===== src/ocs_defs.svh =====
// constants for the oscillator mode and clock select block
`ifndef OCS_DEFS_SVH
`define OCS_DEFS_SVH
`define OCS_OSC_CTRL_ADDR 12'hFD3
`define OCS_OSC_TUNE_ADDR 12'hF9B
`define OCS_STAT_ADDR 12'hF9C
`define OCS_CTRL_RESET 8'h64
`define OCS_TUNE_RESET 8'h00
`define OCS_IDLE_BIT 7
`define OCS_INTERNAL_FREQ_SELECT_HI 6
`define OCS_INTERNAL_FREQ_SELECT_LO 4
`define OCS_STARTUP_DONE_STATUS_BIT 3
`define OCS_UNIMP_BIT 2
`define OCS_SCS_HI 1
`define OCS_SCS_LO 0
`define OCS_SRC_BIT 7
`define OCS_PLL_BIT 6
`define OCS_TRIM_HI 5
`define OCS_INTERNAL_FREQ_SELECT_8M 3'h7
`define OCS_INTERNAL_FREQ_SELECT_4M 3'h6
`define OCS_INTERNAL_FREQ_SELECT_31K 3'h0
`define OCS_SCS_PRI 2'h0
`define OCS_SCS_T1 2'h1
`define OCS_SCS_RSVD 2'h2
`define OCS_SCS_INT 2'h3
`define OCS_DIVIDED_CLOCK_OUTPUT_DIV 2'h3
`define OCS_FAST_HZ 8000000
`define OCS_SYS_HZ 125000000
`endif


===== src/ocs_pkg.sv =====
// types for the oscillator mode and clock select block
package ocs_pkg;
  typedef enum logic [2:0] {
    OCS_INT_PLAIN = 3'h0,
    OCS_INT_CLKOUT = 3'h1,
    OCS_INT_PLL = 3'h2,
    OCS_INT_PLL_CLKOUT = 3'h3,
    OCS_CRYSTAL = 3'h4,
    OCS_CRYSTAL_PLL = 3'h5,
    OCS_EXT_CLK = 3'h6,
    OCS_EXT_CLK_PLL = 3'h7
  } ocs_mode_t;
  typedef enum logic [2:0] {
    OCS_PRIMARY_RUN_MODE = 3'h0,
    OCS_PRIMARY_IDLE_MODE = 3'h1,
    OCS_INT_RUN = 3'h3,
    OCS_INT_IDLE = 3'h2,
    OCS_SECONDARY_RUN_MODE = 3'h6,
    OCS_SECONDARY_IDLE_MODE = 3'h7,
    OCS_SLEEP = 3'h5
  } ocs_pm_t;
  typedef enum logic [1:0] {
    OCS_SW_PRI = 2'h0,
    OCS_SW_WAIT = 2'h1,
    OCS_SW_INT = 2'h3
  } ocs_sw_t;
endpackage


===== src/ocs_div_if.sv =====
// link between the main block and the clock-out divider
`timescale 1ns/100ps
interface ocs_div_if;
  logic tick;
  logic run;
  logic clk_out;
  modport ctrl (output tick, output run, input clk_out);
  modport div (input tick, input run, output clk_out);
endinterface


===== src/ocs_clock_select.sv =====
// oscillator mode decode, clock select and power-managed mode control
`timescale 1ns/100ps
`include "ocs_defs.svh"
// Contract
// - eight modes from three-bit configuration field
// - clock output is peripheral clock over four
// - clock output stops in sleep, runs idle
// - external modes: clock in, output, PLL per variant
// - crystal modes use both pins, PLL per variant
// - internal PLL modes derive both clocks
// - internal plain modes share postscaler, no PLL
// - frequency select picks internal clock rate
// - select 00 picks primary source per mode
// - primary idle keeps primary oscillator running
// - secondary modes run from Timer1 oscillator
// - Timer1 oscillator may run when timers need
// - internal modes clock device, slow osc allowed
// - fast osc off when slow osc direct
// - sleep stops every clock not required
// - slow osc runs while watchdog needs it
// - configuration fields fixed until reprogrammed
// - tuning register trims, selects source, enables PLL; only the PLL bit acts here, trim and source bits are just stored and read back
// - switch to internal stops primary, clears status
// - return to primary waits ready, then sets status
module ocs_clock_select #(
  parameter int DIV_W = 16
) (
  input wire logic CLK,
  input wire logic RST_B,
  input wire logic [11:0] ADDR,
  input wire logic [7:0] WDATA,
  input wire logic WR,
  input wire logic RD,
  input wire logic [2:0] OSC_MODE_FIELD,
  input wire logic [2:0] PLL_PRESCALE,
  input wire logic CPU_DIV,
  input wire logic SLEEP_EXEC,
  input wire logic WAKE,
  input wire logic PRIMARY_READY,
  input wire logic WDT_EN,
  input wire logic FAILSAFE_CLOCK_MONITOR_EN,
  input wire logic T1_OSC_NEED,
  output logic [7:0] RDATA,
  output logic DIVIDED_CLOCK_OUTPUT,
  output logic DIVIDED_CLOCK_OE_B,
  output logic PRIMARY_OSC_EN,
  output logic CRYSTAL_DRIVE_EN,
  output logic EXT_CLOCK_IN_EN,
  output logic PLL_EN,
  output logic FAST_OSC_EN,
  output logic SLOW_OSC_EN,
  output logic T1_OSC_EN,
  output logic [1:0] SYS_CLK_SRC,
  output logic [2:0] INT_FREQ,
  output logic INT_FROM_POSTSCALER,
  output logic CPU_CLK_EN,
  output logic PERIPH_CLK_EN,
  output logic [2:0] PM_STATE
);
  // ************************************************
  // state
  // ************************************************
  typedef struct packed {
    logic [2:0] cfg_mode;
    logic [2:0] cfg_pre;
    logic cfg_div;
    logic cfg_done;
    logic idle_on_sleep;
    logic [2:0] internal_freq_select;
    logic startup_done_status;
    logic [1:0] system_clock_select;
    logic [7:0] oscillator_tuning;
    ocs_pkg::ocs_pm_t pm;
    ocs_pkg::ocs_sw_t sw;
    logic [DIV_W-1:0] div_cnt;
    logic periph_tick;
    logic [7:0] rdata;
    logic divided_clock_output;
    logic divided_clock_output_oe_b;
    logic pri_en;
    logic xtal_en;
    logic ext_en;
    logic pll_en;
    logic fast_en;
    logic slow_en;
    logic t1_en;
    logic [1:0] src;
    logic int_post;
    logic cpu_en;
    logic per_en;
  } ocs_st_t;
  ocs_st_t r_ff;
  ocs_st_t nxt_r;
  ocs_div_if dv ();
  ocs_clkout_div u_div (
    .CLK(CLK),
    .RST_B(RST_B),
    .dv(dv)
  );
  ocs_pkg::ocs_mode_t mode;
  logic is_ext;
  logic is_xtal;
  logic is_int;
  logic pll_variant;
  logic has_clkout;
  logic sleeping;
  logic idling;
  logic on_int;
  logic on_t1;
  logic [DIV_W-1:0] div_lim;
  // ************************************************
  // mode decode
  // ************************************************
  always_comb begin
    mode = ocs_pkg::ocs_mode_t'(r_ff.cfg_mode);
    is_ext = (mode == ocs_pkg::OCS_EXT_CLK) || (mode == ocs_pkg::OCS_EXT_CLK_PLL);
    is_xtal = (mode == ocs_pkg::OCS_CRYSTAL) || (mode == ocs_pkg::OCS_CRYSTAL_PLL);
    is_int = !is_ext && !is_xtal;
    pll_variant = r_ff.cfg_mode[0] ^ is_int ? 1'b0 : 1'b1;
    // internal codes 2/3 carry the PLL, others use bit 0
    if (is_int) begin
      pll_variant = r_ff.cfg_mode[1];
    end else begin
      pll_variant = r_ff.cfg_mode[0];
    end
    // only the two crystal modes (plain and PLL) and the bare internal modes lack clkout
    has_clkout = is_ext || (is_int && r_ff.cfg_mode[0]);
    sleeping = (r_ff.pm == ocs_pkg::OCS_SLEEP);
    idling = (r_ff.pm == ocs_pkg::OCS_PRIMARY_IDLE_MODE) || (r_ff.pm == ocs_pkg::OCS_INT_IDLE)
      || (r_ff.pm == ocs_pkg::OCS_SECONDARY_IDLE_MODE);
    on_int = (r_ff.sw != ocs_pkg::OCS_SW_PRI);
    on_t1 = (r_ff.pm == ocs_pkg::OCS_SECONDARY_RUN_MODE) || (r_ff.pm == ocs_pkg::OCS_SECONDARY_IDLE_MODE);
    // tick divider stands in for the peripheral clock; slower setting, longer period
    div_lim = DIV_W'(r_ff.internal_freq_select == `OCS_INTERNAL_FREQ_SELECT_8M ? 0
      : (1 << (`OCS_INTERNAL_FREQ_SELECT_8M - r_ff.internal_freq_select)) - 1);
  end
  // ************************************************
  // next state
  // ************************************************
  always_comb begin
    nxt_r = r_ff;
    // configuration latched once after reset release, frozen thereafter
    if (!r_ff.cfg_done) begin
      nxt_r.cfg_mode = OSC_MODE_FIELD;
      nxt_r.cfg_pre = PLL_PRESCALE;
      nxt_r.cfg_div = CPU_DIV;
      nxt_r.cfg_done = 1'b1;
    end
    // register writes
    if (WR && ADDR == `OCS_OSC_CTRL_ADDR) begin
      nxt_r.idle_on_sleep = WDATA[`OCS_IDLE_BIT];
      nxt_r.internal_freq_select = WDATA[`OCS_INTERNAL_FREQ_SELECT_HI:`OCS_INTERNAL_FREQ_SELECT_LO];
      // reserved code is refused; field keeps its old value
      if (WDATA[`OCS_SCS_HI:`OCS_SCS_LO] != `OCS_SCS_RSVD) begin
        nxt_r.system_clock_select = WDATA[`OCS_SCS_HI:`OCS_SCS_LO];
      end
    end
    if (WR && ADDR == `OCS_OSC_TUNE_ADDR) begin
      nxt_r.oscillator_tuning = WDATA;
    end
    // read data one cycle after the strobe, zero otherwise
    nxt_r.rdata = 8'h00;
    if (RD && ADDR == `OCS_OSC_CTRL_ADDR) begin
      nxt_r.rdata = {r_ff.idle_on_sleep, r_ff.internal_freq_select,
        r_ff.startup_done_status, 1'b1, r_ff.system_clock_select};
    end else if (RD && ADDR == `OCS_OSC_TUNE_ADDR) begin
      nxt_r.rdata = r_ff.oscillator_tuning;
    end else if (RD && ADDR == `OCS_STAT_ADDR) begin
      nxt_r.rdata = {2'h0, r_ff.cfg_div, r_ff.cfg_pre[1:0], r_ff.cfg_mode};
    end
    // power-managed mode
    unique case (r_ff.pm)
      ocs_pkg::OCS_PRIMARY_RUN_MODE, ocs_pkg::OCS_INT_RUN, ocs_pkg::OCS_SECONDARY_RUN_MODE: begin
        if (SLEEP_EXEC) begin
          if (r_ff.idle_on_sleep) begin
            nxt_r.pm = (r_ff.pm == ocs_pkg::OCS_PRIMARY_RUN_MODE) ? ocs_pkg::OCS_PRIMARY_IDLE_MODE
              : (r_ff.pm == ocs_pkg::OCS_SECONDARY_RUN_MODE) ? ocs_pkg::OCS_SECONDARY_IDLE_MODE
              : ocs_pkg::OCS_INT_IDLE;
          end else begin
            nxt_r.pm = ocs_pkg::OCS_SLEEP;
          end
        end else begin
          nxt_r.pm = (r_ff.system_clock_select == `OCS_SCS_T1) ? ocs_pkg::OCS_SECONDARY_RUN_MODE
            : on_int ? ocs_pkg::OCS_INT_RUN : ocs_pkg::OCS_PRIMARY_RUN_MODE;
        end
      end
      ocs_pkg::OCS_PRIMARY_IDLE_MODE, ocs_pkg::OCS_INT_IDLE, ocs_pkg::OCS_SECONDARY_IDLE_MODE,
      ocs_pkg::OCS_SLEEP: begin
        if (WAKE) begin
          nxt_r.pm = ocs_pkg::OCS_PRIMARY_RUN_MODE;
        end
      end
      default: nxt_r.pm = ocs_pkg::OCS_PRIMARY_RUN_MODE;
    endcase
    // clock switch between primary and internal block
    unique case (r_ff.sw)
      ocs_pkg::OCS_SW_PRI: begin
        if (r_ff.system_clock_select == `OCS_SCS_INT) begin
          nxt_r.sw = ocs_pkg::OCS_SW_INT;
          nxt_r.startup_done_status = 1'b0;
        end
      end
      ocs_pkg::OCS_SW_INT: begin
        if (r_ff.system_clock_select == `OCS_SCS_PRI) begin
          nxt_r.sw = ocs_pkg::OCS_SW_WAIT;
        end
      end
      ocs_pkg::OCS_SW_WAIT: begin
        if (r_ff.system_clock_select == `OCS_SCS_INT) begin
          nxt_r.sw = ocs_pkg::OCS_SW_INT;
        end else if (PRIMARY_READY) begin
          nxt_r.sw = ocs_pkg::OCS_SW_PRI;
          nxt_r.startup_done_status = 1'b1;
        end
      end
      default: nxt_r.sw = ocs_pkg::OCS_SW_PRI;
    endcase
    // peripheral tick divider
    nxt_r.periph_tick = 1'b0;
    if (r_ff.div_cnt >= div_lim) begin
      nxt_r.div_cnt = '0;
      nxt_r.periph_tick = 1'b1;
    end else begin
      nxt_r.div_cnt = r_ff.div_cnt + DIV_W'(1);
    end
    // clock source enables
    nxt_r.src = on_t1 ? `OCS_SCS_T1 : on_int ? `OCS_SCS_INT : `OCS_SCS_PRI;
    // primary runs in primary run/idle and while waiting for it; never in sleep
    nxt_r.pri_en = !sleeping && (r_ff.sw != ocs_pkg::OCS_SW_INT) && !on_t1;
    nxt_r.xtal_en = nxt_r.pri_en && is_xtal;
    nxt_r.ext_en = nxt_r.pri_en && is_ext;
    // PLL only in PLL variants and only when software asks
    nxt_r.pll_en = nxt_r.pri_en && pll_variant
      && r_ff.oscillator_tuning[`OCS_PLL_BIT];
    // slow osc direct means fast osc stays off
    nxt_r.fast_en = !sleeping && (r_ff.internal_freq_select != `OCS_INTERNAL_FREQ_SELECT_31K)
      && ((on_int && !on_t1) || (is_int && nxt_r.pri_en));
    nxt_r.slow_en = WDT_EN || FAILSAFE_CLOCK_MONITOR_EN || (!sleeping && on_int && !on_t1
      && r_ff.internal_freq_select == `OCS_INTERNAL_FREQ_SELECT_31K);
    nxt_r.t1_en = on_t1 || T1_OSC_NEED;
    nxt_r.int_post = is_int && !pll_variant;
    nxt_r.cpu_en = !sleeping && !idling;
    nxt_r.per_en = !sleeping;
    nxt_r.divided_clock_output = has_clkout && dv.clk_out;
    nxt_r.divided_clock_output_oe_b = !has_clkout;
  end
  assign dv.tick = r_ff.periph_tick;
  assign dv.run = r_ff.per_en && has_clkout;
  always_ff @(posedge CLK) begin
    if (!RST_B) begin
      r_ff <= '0;
      r_ff.idle_on_sleep <= 1'b0;
      r_ff.internal_freq_select <= `OCS_INTERNAL_FREQ_SELECT_4M;
      r_ff.startup_done_status <= 1'b1;
      r_ff.divided_clock_output_oe_b <= 1'b1;
      r_ff.pm <= ocs_pkg::OCS_PRIMARY_RUN_MODE;
      r_ff.sw <= ocs_pkg::OCS_SW_PRI;
    end else begin
      r_ff <= nxt_r;
    end
  end
  assign RDATA = r_ff.rdata;
  assign DIVIDED_CLOCK_OUTPUT = r_ff.divided_clock_output;
  assign DIVIDED_CLOCK_OE_B = r_ff.divided_clock_output_oe_b;
  assign PRIMARY_OSC_EN = r_ff.pri_en;
  assign CRYSTAL_DRIVE_EN = r_ff.xtal_en;
  assign EXT_CLOCK_IN_EN = r_ff.ext_en;
  assign PLL_EN = r_ff.pll_en;
  assign FAST_OSC_EN = r_ff.fast_en;
  assign SLOW_OSC_EN = r_ff.slow_en;
  assign T1_OSC_EN = r_ff.t1_en;
  assign SYS_CLK_SRC = r_ff.src;
  assign INT_FREQ = r_ff.internal_freq_select;
  assign INT_FROM_POSTSCALER = r_ff.int_post;
  assign CPU_CLK_EN = r_ff.cpu_en;
  assign PERIPH_CLK_EN = r_ff.per_en;
  assign PM_STATE = r_ff.pm;
endmodule


===== src/ocs_clkout_div.sv =====
// divide-by-four clock output generator
`timescale 1ns/100ps
`include "ocs_defs.svh"
module ocs_clkout_div (
  input wire logic CLK,
  input wire logic RST_B,
  ocs_div_if.div dv
);
  typedef struct packed {
    logic [1:0] cnt;
    logic out;
  } ocs_div_st_t;
  ocs_div_st_t r_ff;
  ocs_div_st_t nxt_r;
  always_comb begin
    nxt_r = r_ff;
    if (dv.run && dv.tick) begin
      nxt_r.cnt = r_ff.cnt + 2'h1;
      // toggle every two ticks gives one quarter of the tick rate
      if (r_ff.cnt[0]) begin
        nxt_r.out = ~r_ff.out;
      end
    end
  end
  always_ff @(posedge CLK) begin
    if (!RST_B) begin
      r_ff <= '0;
    end else begin
      r_ff <= nxt_r;
    end
  end
  assign dv.clk_out = r_ff.out;
endmodule


===== config.mk =====
export PLATFORM = sky130hd
export DESIGN_NAME = ocs_clock_select
export DESIGN_NICKNAME = d
export VERILOG_FILES = /design/src/ocs_pkg.sv /design/src/ocs_div_if.sv /design/src/ocs_clock_select.sv /design/src/ocs_clkout_div.sv
export VERILOG_INCLUDE_DIRS = /design/src
export SDC_FILE = /design/constraint.sdc
export NUM_CORES = 1
export LEC_CHECK = 0
export ABC_AREA = 1
export BUFFER_PORTS_ARGS = -buffer_cell sky130_fd_sc_hd__buf_2
export CORE_UTILIZATION = 51
export CTS_BUF_LIST = sky130_fd_sc_hd__clkbuf_8
export DETAILED_ROUTE_END_ITERATION = 8
export PLACE_DENSITY = 0.78
export SLEW_MARGIN = 25
export SYNTH_ARGS = -nofsm -noshare
export SYNTH_HDL_FRONTEND = slang
export SYNTH_SLANG_ARGS = --single-unit

===== constraint.sdc =====
create_clock -name CLK -period 1.6 [get_ports CLK]
set_clock_uncertainty 0.05 [all_clocks]
set_input_delay 0.32 -clock CLK [delete_from_list [all_inputs] [get_ports CLK]]
set_output_delay 0.32 -clock CLK [all_outputs]
set_load 0.05 [all_outputs]

# After elaboration in Yosys (flattened, before gate mapping)

Index checks and enable logic that the tools add are counted.

$add $sub $neg: 4
Multiplexer cells: 25
Shifts and indexed selects: 1
Bitwise gates (word level): 2
Reduce and logical (&&, ||, !) cells: 57
$lt $le $gt $ge: 1
Equal/unequal tests: 26

Operator list:

| kind                                               | count |
|---|---|
| == test 12 bit, second input constant              | 3 |
| logical AND 1 bit                                  | 25 |
| == test 3 bit, second input constant               | 8 |
| two-way mux 3 bit                                  | 6 |
| adder 16 x 1 -> 16 bit, second input constant      | 1 |
| greater-or-equal comparator 16 bit                 | 1 |
| two-way mux 16 bit                                 | 1 |
| two-way mux 8 bit                                  | 2 |
| left shift 1 x 3 -> 16 bit, first input constant   | 1 |
| subtractor 16 x 2 -> 16 bit, second input constant | 1 |
| inequality test 2 bit, second input constant       | 7 |
| two-way mux 2 bit                                  | 6 |
| logical OR 1 bit                                   | 10 |
| zero test 1 bit                                    | 7 |
| == test 3 x 2 -> 1 bit, second input constant      | 2 |
| zero test 3 bit                                    | 2 |
| two-way mux 1 bit                                  | 6 |
| two-way mux 6 bit                                  | 1 |
| case mux 2 bit (3 select lines)                    | 1 |
| case mux 3 bit (2 select lines)                    | 1 |
| == test 2 x 1 -> 1 bit, second input constant      | 2 |
| == test 2 bit, second input constant               | 2 |
| zero test 2 bit                                    | 2 |
| AND reduction 2 bit                                | 2 |
| other kinds (13)                                   | 16 |

Word-level logic and storage cells: 146
Input bits: 37
Flip-flop bits (word level): 70

# Depth between registers and ports, before layout

Depth in word-level cells: 9
Gate-level depth with buffers: 13
Mapped depth without buffers: 13

# By module

Synthesis repeated with hierarchy kept, for this count alone.

Cell total of the unflattened synthesis: 478
Area total of the unflattened synthesis: 3545.9 um^2

By module, submodules not included:

| module           | times used | area each (um^2) | seq. area each (um^2) | cells each |
|---|---|---|---|---|
| ocs_clock_select | 1          | 3460.8           | 1321.3                | 466 |
| ocs_clkout_div   | 1          | 85.1             | 40.0                  | 12 |

# Worst setup path before layout

OpenSTA, ideal clock, no wires.

Path type: flip-flop to flip-flop
Start point: register r_ff, in the netlist INT_FREQ[1]
End point: register r_ff, in the netlist dv.tick
Required time: 1.439 ns
Slack: -0.010 ns
Buffers on the path: 0
Arrival: 1.449 ns
Setup time: 0.111 ns
Clock period less this slack: 1.610 ns
Stages on the path, launching flop included: 12
Cell sequence: dfxtp_1 inv_1 nand2_1 nor2_1 inv_1 ha_1 nand2_1 a21oi_1 nor2_1 nand4_2 nand2_1 inv_1

Cells in the longest elaborated chain, start to end: 6
Elaborated cells on any way between the ends: 7

Ends and longest elaborated chain:

| item                                   | line                    | RTL |
|---|---|---|
| start, declared                        | ocs_clock_select.sv:92  | `ocs_st_t r_ff;` |
| start signal, assigned                 | ocs_clock_select.sv:259 | `r_ff <= nxt_r;` |
| subtractor 3 bit (no line)             | -                       |  |
| left shift 1 x 3 -> 16 bit             | ocs_clock_select.sv:135 | `` : (1 << (`OCS_INTERNAL_FREQ_SELECT_8M - r_ff.internal_freq_select)) - 1); `` |
| subtractor 16 x 2 -> 16 bit            | ocs_clock_select.sv:135 |  |
| two-way mux 16 bit (*)                 | ocs_clock_select.sv:134 | `` div_lim = DIV_W'(r_ff.internal_freq_select == `OCS_INTERNAL_FREQ_SELECT_8M ? 0 `` |
| greater-or-equal comparator 16 bit (*) | ocs_clock_select.sv:220 | `if (r_ff.div_cnt >= div_lim) begin` |
| two-way mux 1 bit (*)                  | ocs_clock_select.sv:220 |  |

Mark *: on every way between the ends. The rest lies on a longest branch, timed or not.
A chain may end at the register's enable or synchronous reset.

# Final worst setup path

Start point: register r_ff, in the netlist INT_FREQ[2]
End point: register r_ff[28] (netlist bit)

Cells in the longest elaborated chain, start to end: 6
Elaborated cells on any way between the ends: 7

Ends and longest elaborated chain:

| item                                   | line |
|---|---|
| subtractor 3 bit (no line)             | - |
| left shift 1 x 3 -> 16 bit             | ocs_clock_select.sv:135 |
| subtractor 16 x 2 -> 16 bit            | ocs_clock_select.sv:135 |
| two-way mux 16 bit (*)                 | ocs_clock_select.sv:134 |
| greater-or-equal comparator 16 bit (*) | ocs_clock_select.sv:220 |
| OR reduction 2 bit (no line) (*)       | - |

Marked as above.

==> results.sh <==
export IMPL_clockRootBuffer="clkbuf_8"
export IMPL_hold_violations=0
export IMPL_cp_max_fo=5
export IMPL_synth_most_common_cell="dfxtp_1"
export IMPL_drt_first_pass_iters=4
export IMPL_grt_max_degree=24
export IMPL_reg2reg_to="r_ff[28]$_SDFF_PP0_"
export IMPL_syn_area_um2=3040
export IMPL_layout_min_cycle_time_ps=1680
export IMPL_synth_xor_area_share_pct=1.44
export IMPL_vdd_drop_max_v=0.000584
export IMPL_final_max_slew_viol_count=0
export IMPL_clock_latency_ps=340
export IMPL_grt_pass1_wl_um=11000
export IMPL_grt_ovfl_total=0
export IMPL_max_freq_mhz=596
export IMPL_synth_fa_ha_area_share_pct=3.71
export IMPL_grt_pass1_vias=2573
export IMPL_hold_end="T1_OSC_EN$_SDFF_PN0_"
export IMPL_cts_tree="built"
export IMPL_die_x_um=79.2
export IMPL_gp_congestion=0.825
export IMPL_r2r_slack_ps=-80
export IMPL_path_class="reg -> reg"
export IMPL_postRouteAntennaNets=0
export IMPL_dp_hpwl_um=4660
export IMPL_detail_route_wl_per_cell_um=12.5
export IMPL_p_leak_nw=1.66
export IMPL_antenna_found_initial=0
export IMPL_required_ps=1820
export IMPL_ys_async_sr_fraction_pct=0
export IMPL_setup_ws_ps=-78.5
export IMPL_synth_top_area_share_pct=44.8
export IMPL_setup_viol=10
export IMPL_drc=0
export IMPL_clockBufferDepth=2
export IMPL_rr_worst_depth=10
export IMPL_yosys_warnings=0
export IMPL_synth_largest_area_cell="dfxtp_1"
export IMPL_synth_top_family_by_area="simple AND/OR/NAND/NOR gates"
export IMPL_cts_htree_levels=3
export IMPL_vias_per_cell=5.01
export IMPL_postCtsHoldBufs=0
export IMPL_cp_end_kind="flop"
export IMPL_dieHeight_um=79.2
export IMPL_cts_buffers=9
export IMPL_status="complete, but fails checks"
export IMPL_avgSynthCellArea_um2=7.59
export IMPL_synth_common_cells="dfxtp_1 (68), nor2_1 (61), nand2_1 (60)"
export IMPL_synthMuxAreaShare_pct=0
export IMPL_power_density_nw_per_um2=873
export IMPL_dieArea_um2=6270
export IMPL_wirelength_um=6770
export IMPL_num_rows=27
export IMPL_nets=513
export IMPL_synth_edff_count=0
export IMPL_hold_class="in -> reg"
export IMPL_n_fill_cell=477
export IMPL_port_buffers=63
export IMPL_drt_iter0_markers=158
export IMPL_multi_input_area_um2=1530
export IMPL_ys_seq_area_share_pct=44.8
export IMPL_ios=65
export IMPL_n_antenna_cell=0
export IMPL_synth_compound_area_share_pct=10.4
export IMPL_track_usage_pct=22.7
export IMPL_setup_worst_path_start_class="flop"
export IMPL_min_period_over_period_pct=105
export IMPL_syn2layout_area_growth_pct=24.3
export IMPL_cap_viol_max_count=0
export IMPL_finalPower_mw=3.29
export IMPL_synth_simple_area_share_pct=27.4
export IMPL_clk_pin_slew_ps=80
export IMPL_regArea_um2=1370
export IMPL_yosys_register_bits=68
export IMPL_clock_sinks=68
export IMPL_rr_startpoint="INT_FREQ[2]$_SDFFE_PN1P_"
export IMPL_coreArea_um2=5610
export IMPL_initial_core_util_pct=54.1
export IMPL_synth_cell_type_count=33
export IMPL_arrival_ps=1900
export IMPL_ys_flop_type="dfxtp_1"
export IMPL_num_vias=2724
export IMPL_min_delay_start="T1_OSC_NEED"
export IMPL_drive_gt1_share_pct=32.0
export IMPL_whs_path_depth=3
export IMPL_netlist_instances=400
export IMPL_violations="setup timing"
export IMPL_ys_top_cells_by_area="dfxtp_1 (45%), nor2_1 (7.5%), nand2_1 (7.4%)"
export IMPL_hold_slack_ps=149
export IMPL_grt_setup_unrepaired="true"
## per-layer routing
layer	share of wire (%)	global-route usage [%]	up-vias
met5	0	0	-
met4	0.89	8.00	0
met3	5.1	4.60	6
met2	51	40.3	74
met1	43	27.0	1251
li1	-	-	1393
## cell type report
| type | instances | share of cell area, % |
|---|---|---|
| Clock inverter | 7 | 1.39 |
| Inverter | 55 | 5.63 |
| Clock buffer | 9 | 3.28 |
| Tap cell | 72 | 2.39 |
| Sequential cell | 68 | 36.2 |
| Multi-Input combinational cell | 260 | 40.6 |
| Timing Repair Buffer | 73 | 10.4 |
## what timing repair did
item                                    CTS  global route
gates resized for setup                  23            34
hold endpoints to repair                  0             0
buffers inserted                          2             0
gates cloned                              1             0
pin swaps                                 6            21
endpoints found under the setup margin   10            10
## power breakdown
group	internal [mW]	switching (mW)	total [mW]
logic	0.0865	0.194	0.280
registers	1.73	0.0208	1.75
clock network	0.566	0.694	1.26
total	2.39	0.909	3.29
## worst max-delay path: stages (launching register included)
cell and delay (ps):
dfxtp_4 410, inv_4 60, a21oi_2 130, ha_1 260, nand2_2 90, inv_2 40, nand2_2 60, nand2_2 70
nand2_4 100, nand4_4 140, nor3_2 200
## kinds of logic after synthesis
| kind of cell | after synthesis |
|---|---|
| flip-flops | 68 |
| adder cells (fa/ha/maj) | 9 |
| buffers and inverters | 79 |
| other | 2 |
| AO/OA/AOI/OAI | 61 |
| AND/OR/NAND/NOR | 176 |
| XOR/XNOR | 5 |
## state kept, by name, summed over array words and instances, names as in the netlist, 2 cells and up
signal,flops
mode,3
SYS_CLK_SRC,2
RDATA,8
INT_FREQ,3
r_ff,34
PM_STATE,3
## metrics by stage
| step | cell area, um^2 | std cells | utilization (%) | setup WS, ps | TNS [ps] |
|---|---|---|---|---|---|
| 4_1_cts | 3650 | 544 | 65.2 | -50.2 | -303 |
| 3_5_place_dp | 3370 | 525 | 60.0 | -181 | -1560 |
| 2_1_floorplan | 3060 | 406 | - | 14.2 | 0 |
| 3_3_place_gp | 3370 | 525 | 60.0 | -87.3 | -826 |
| 6_report | 3770 | 544 | 67.3 | -78.5 | -539 |
| 5_1_grt | 3770 | 544 | 67.3 | -176 | -1570 |
## layout by cell type, fill, tap and decap left out, types with 5 or more instances in the layout
master	netlist	final
a21oi_1	21	19
buf_2	0	63
buf_4	16	9
clkbuf_8	0	9
conb_1	2	8
dfxtp_1	68	65
ha_1	9	5
inv_1	48	40
inv_2	5	11
nand2_1	60	48
nand2_2	0	8
nand3_1	24	24
nor2_1	61	57
nor2_4	2	5
nor3_2	1	10
o21ai_0	16	15
o21ai_1	20	20
## worst max-delay path by stage
stage                                   startpoint                   to  cells after the start  slack (ps)
final                     INT_FREQ[2]$_SDFFE_PN1P_  r_ff[28]$_SDFF_PP0_                     10         -80
after global routing      INT_FREQ[2]$_SDFFE_PN1P_  r_ff[28]$_SDFF_PP0_                     10        -180
after CTS                 INT_FREQ[1]$_SDFFE_PN1P_   dv.tick$_SDFF_PN0_                     11         -50
after global placement    INT_FREQ[1]$_SDFFE_PN1P_   dv.tick$_SDFF_PN0_                     11         -90
after floorplan           INT_FREQ[1]$_SDFFE_PN1P_   dv.tick$_SDFF_PN0_                     11          10
after detailed placement  INT_FREQ[2]$_SDFFE_PN1P_  r_ff[29]$_SDFF_PP0_                     10        -180
No activity file was read; power rests on OpenSTA's default activity.
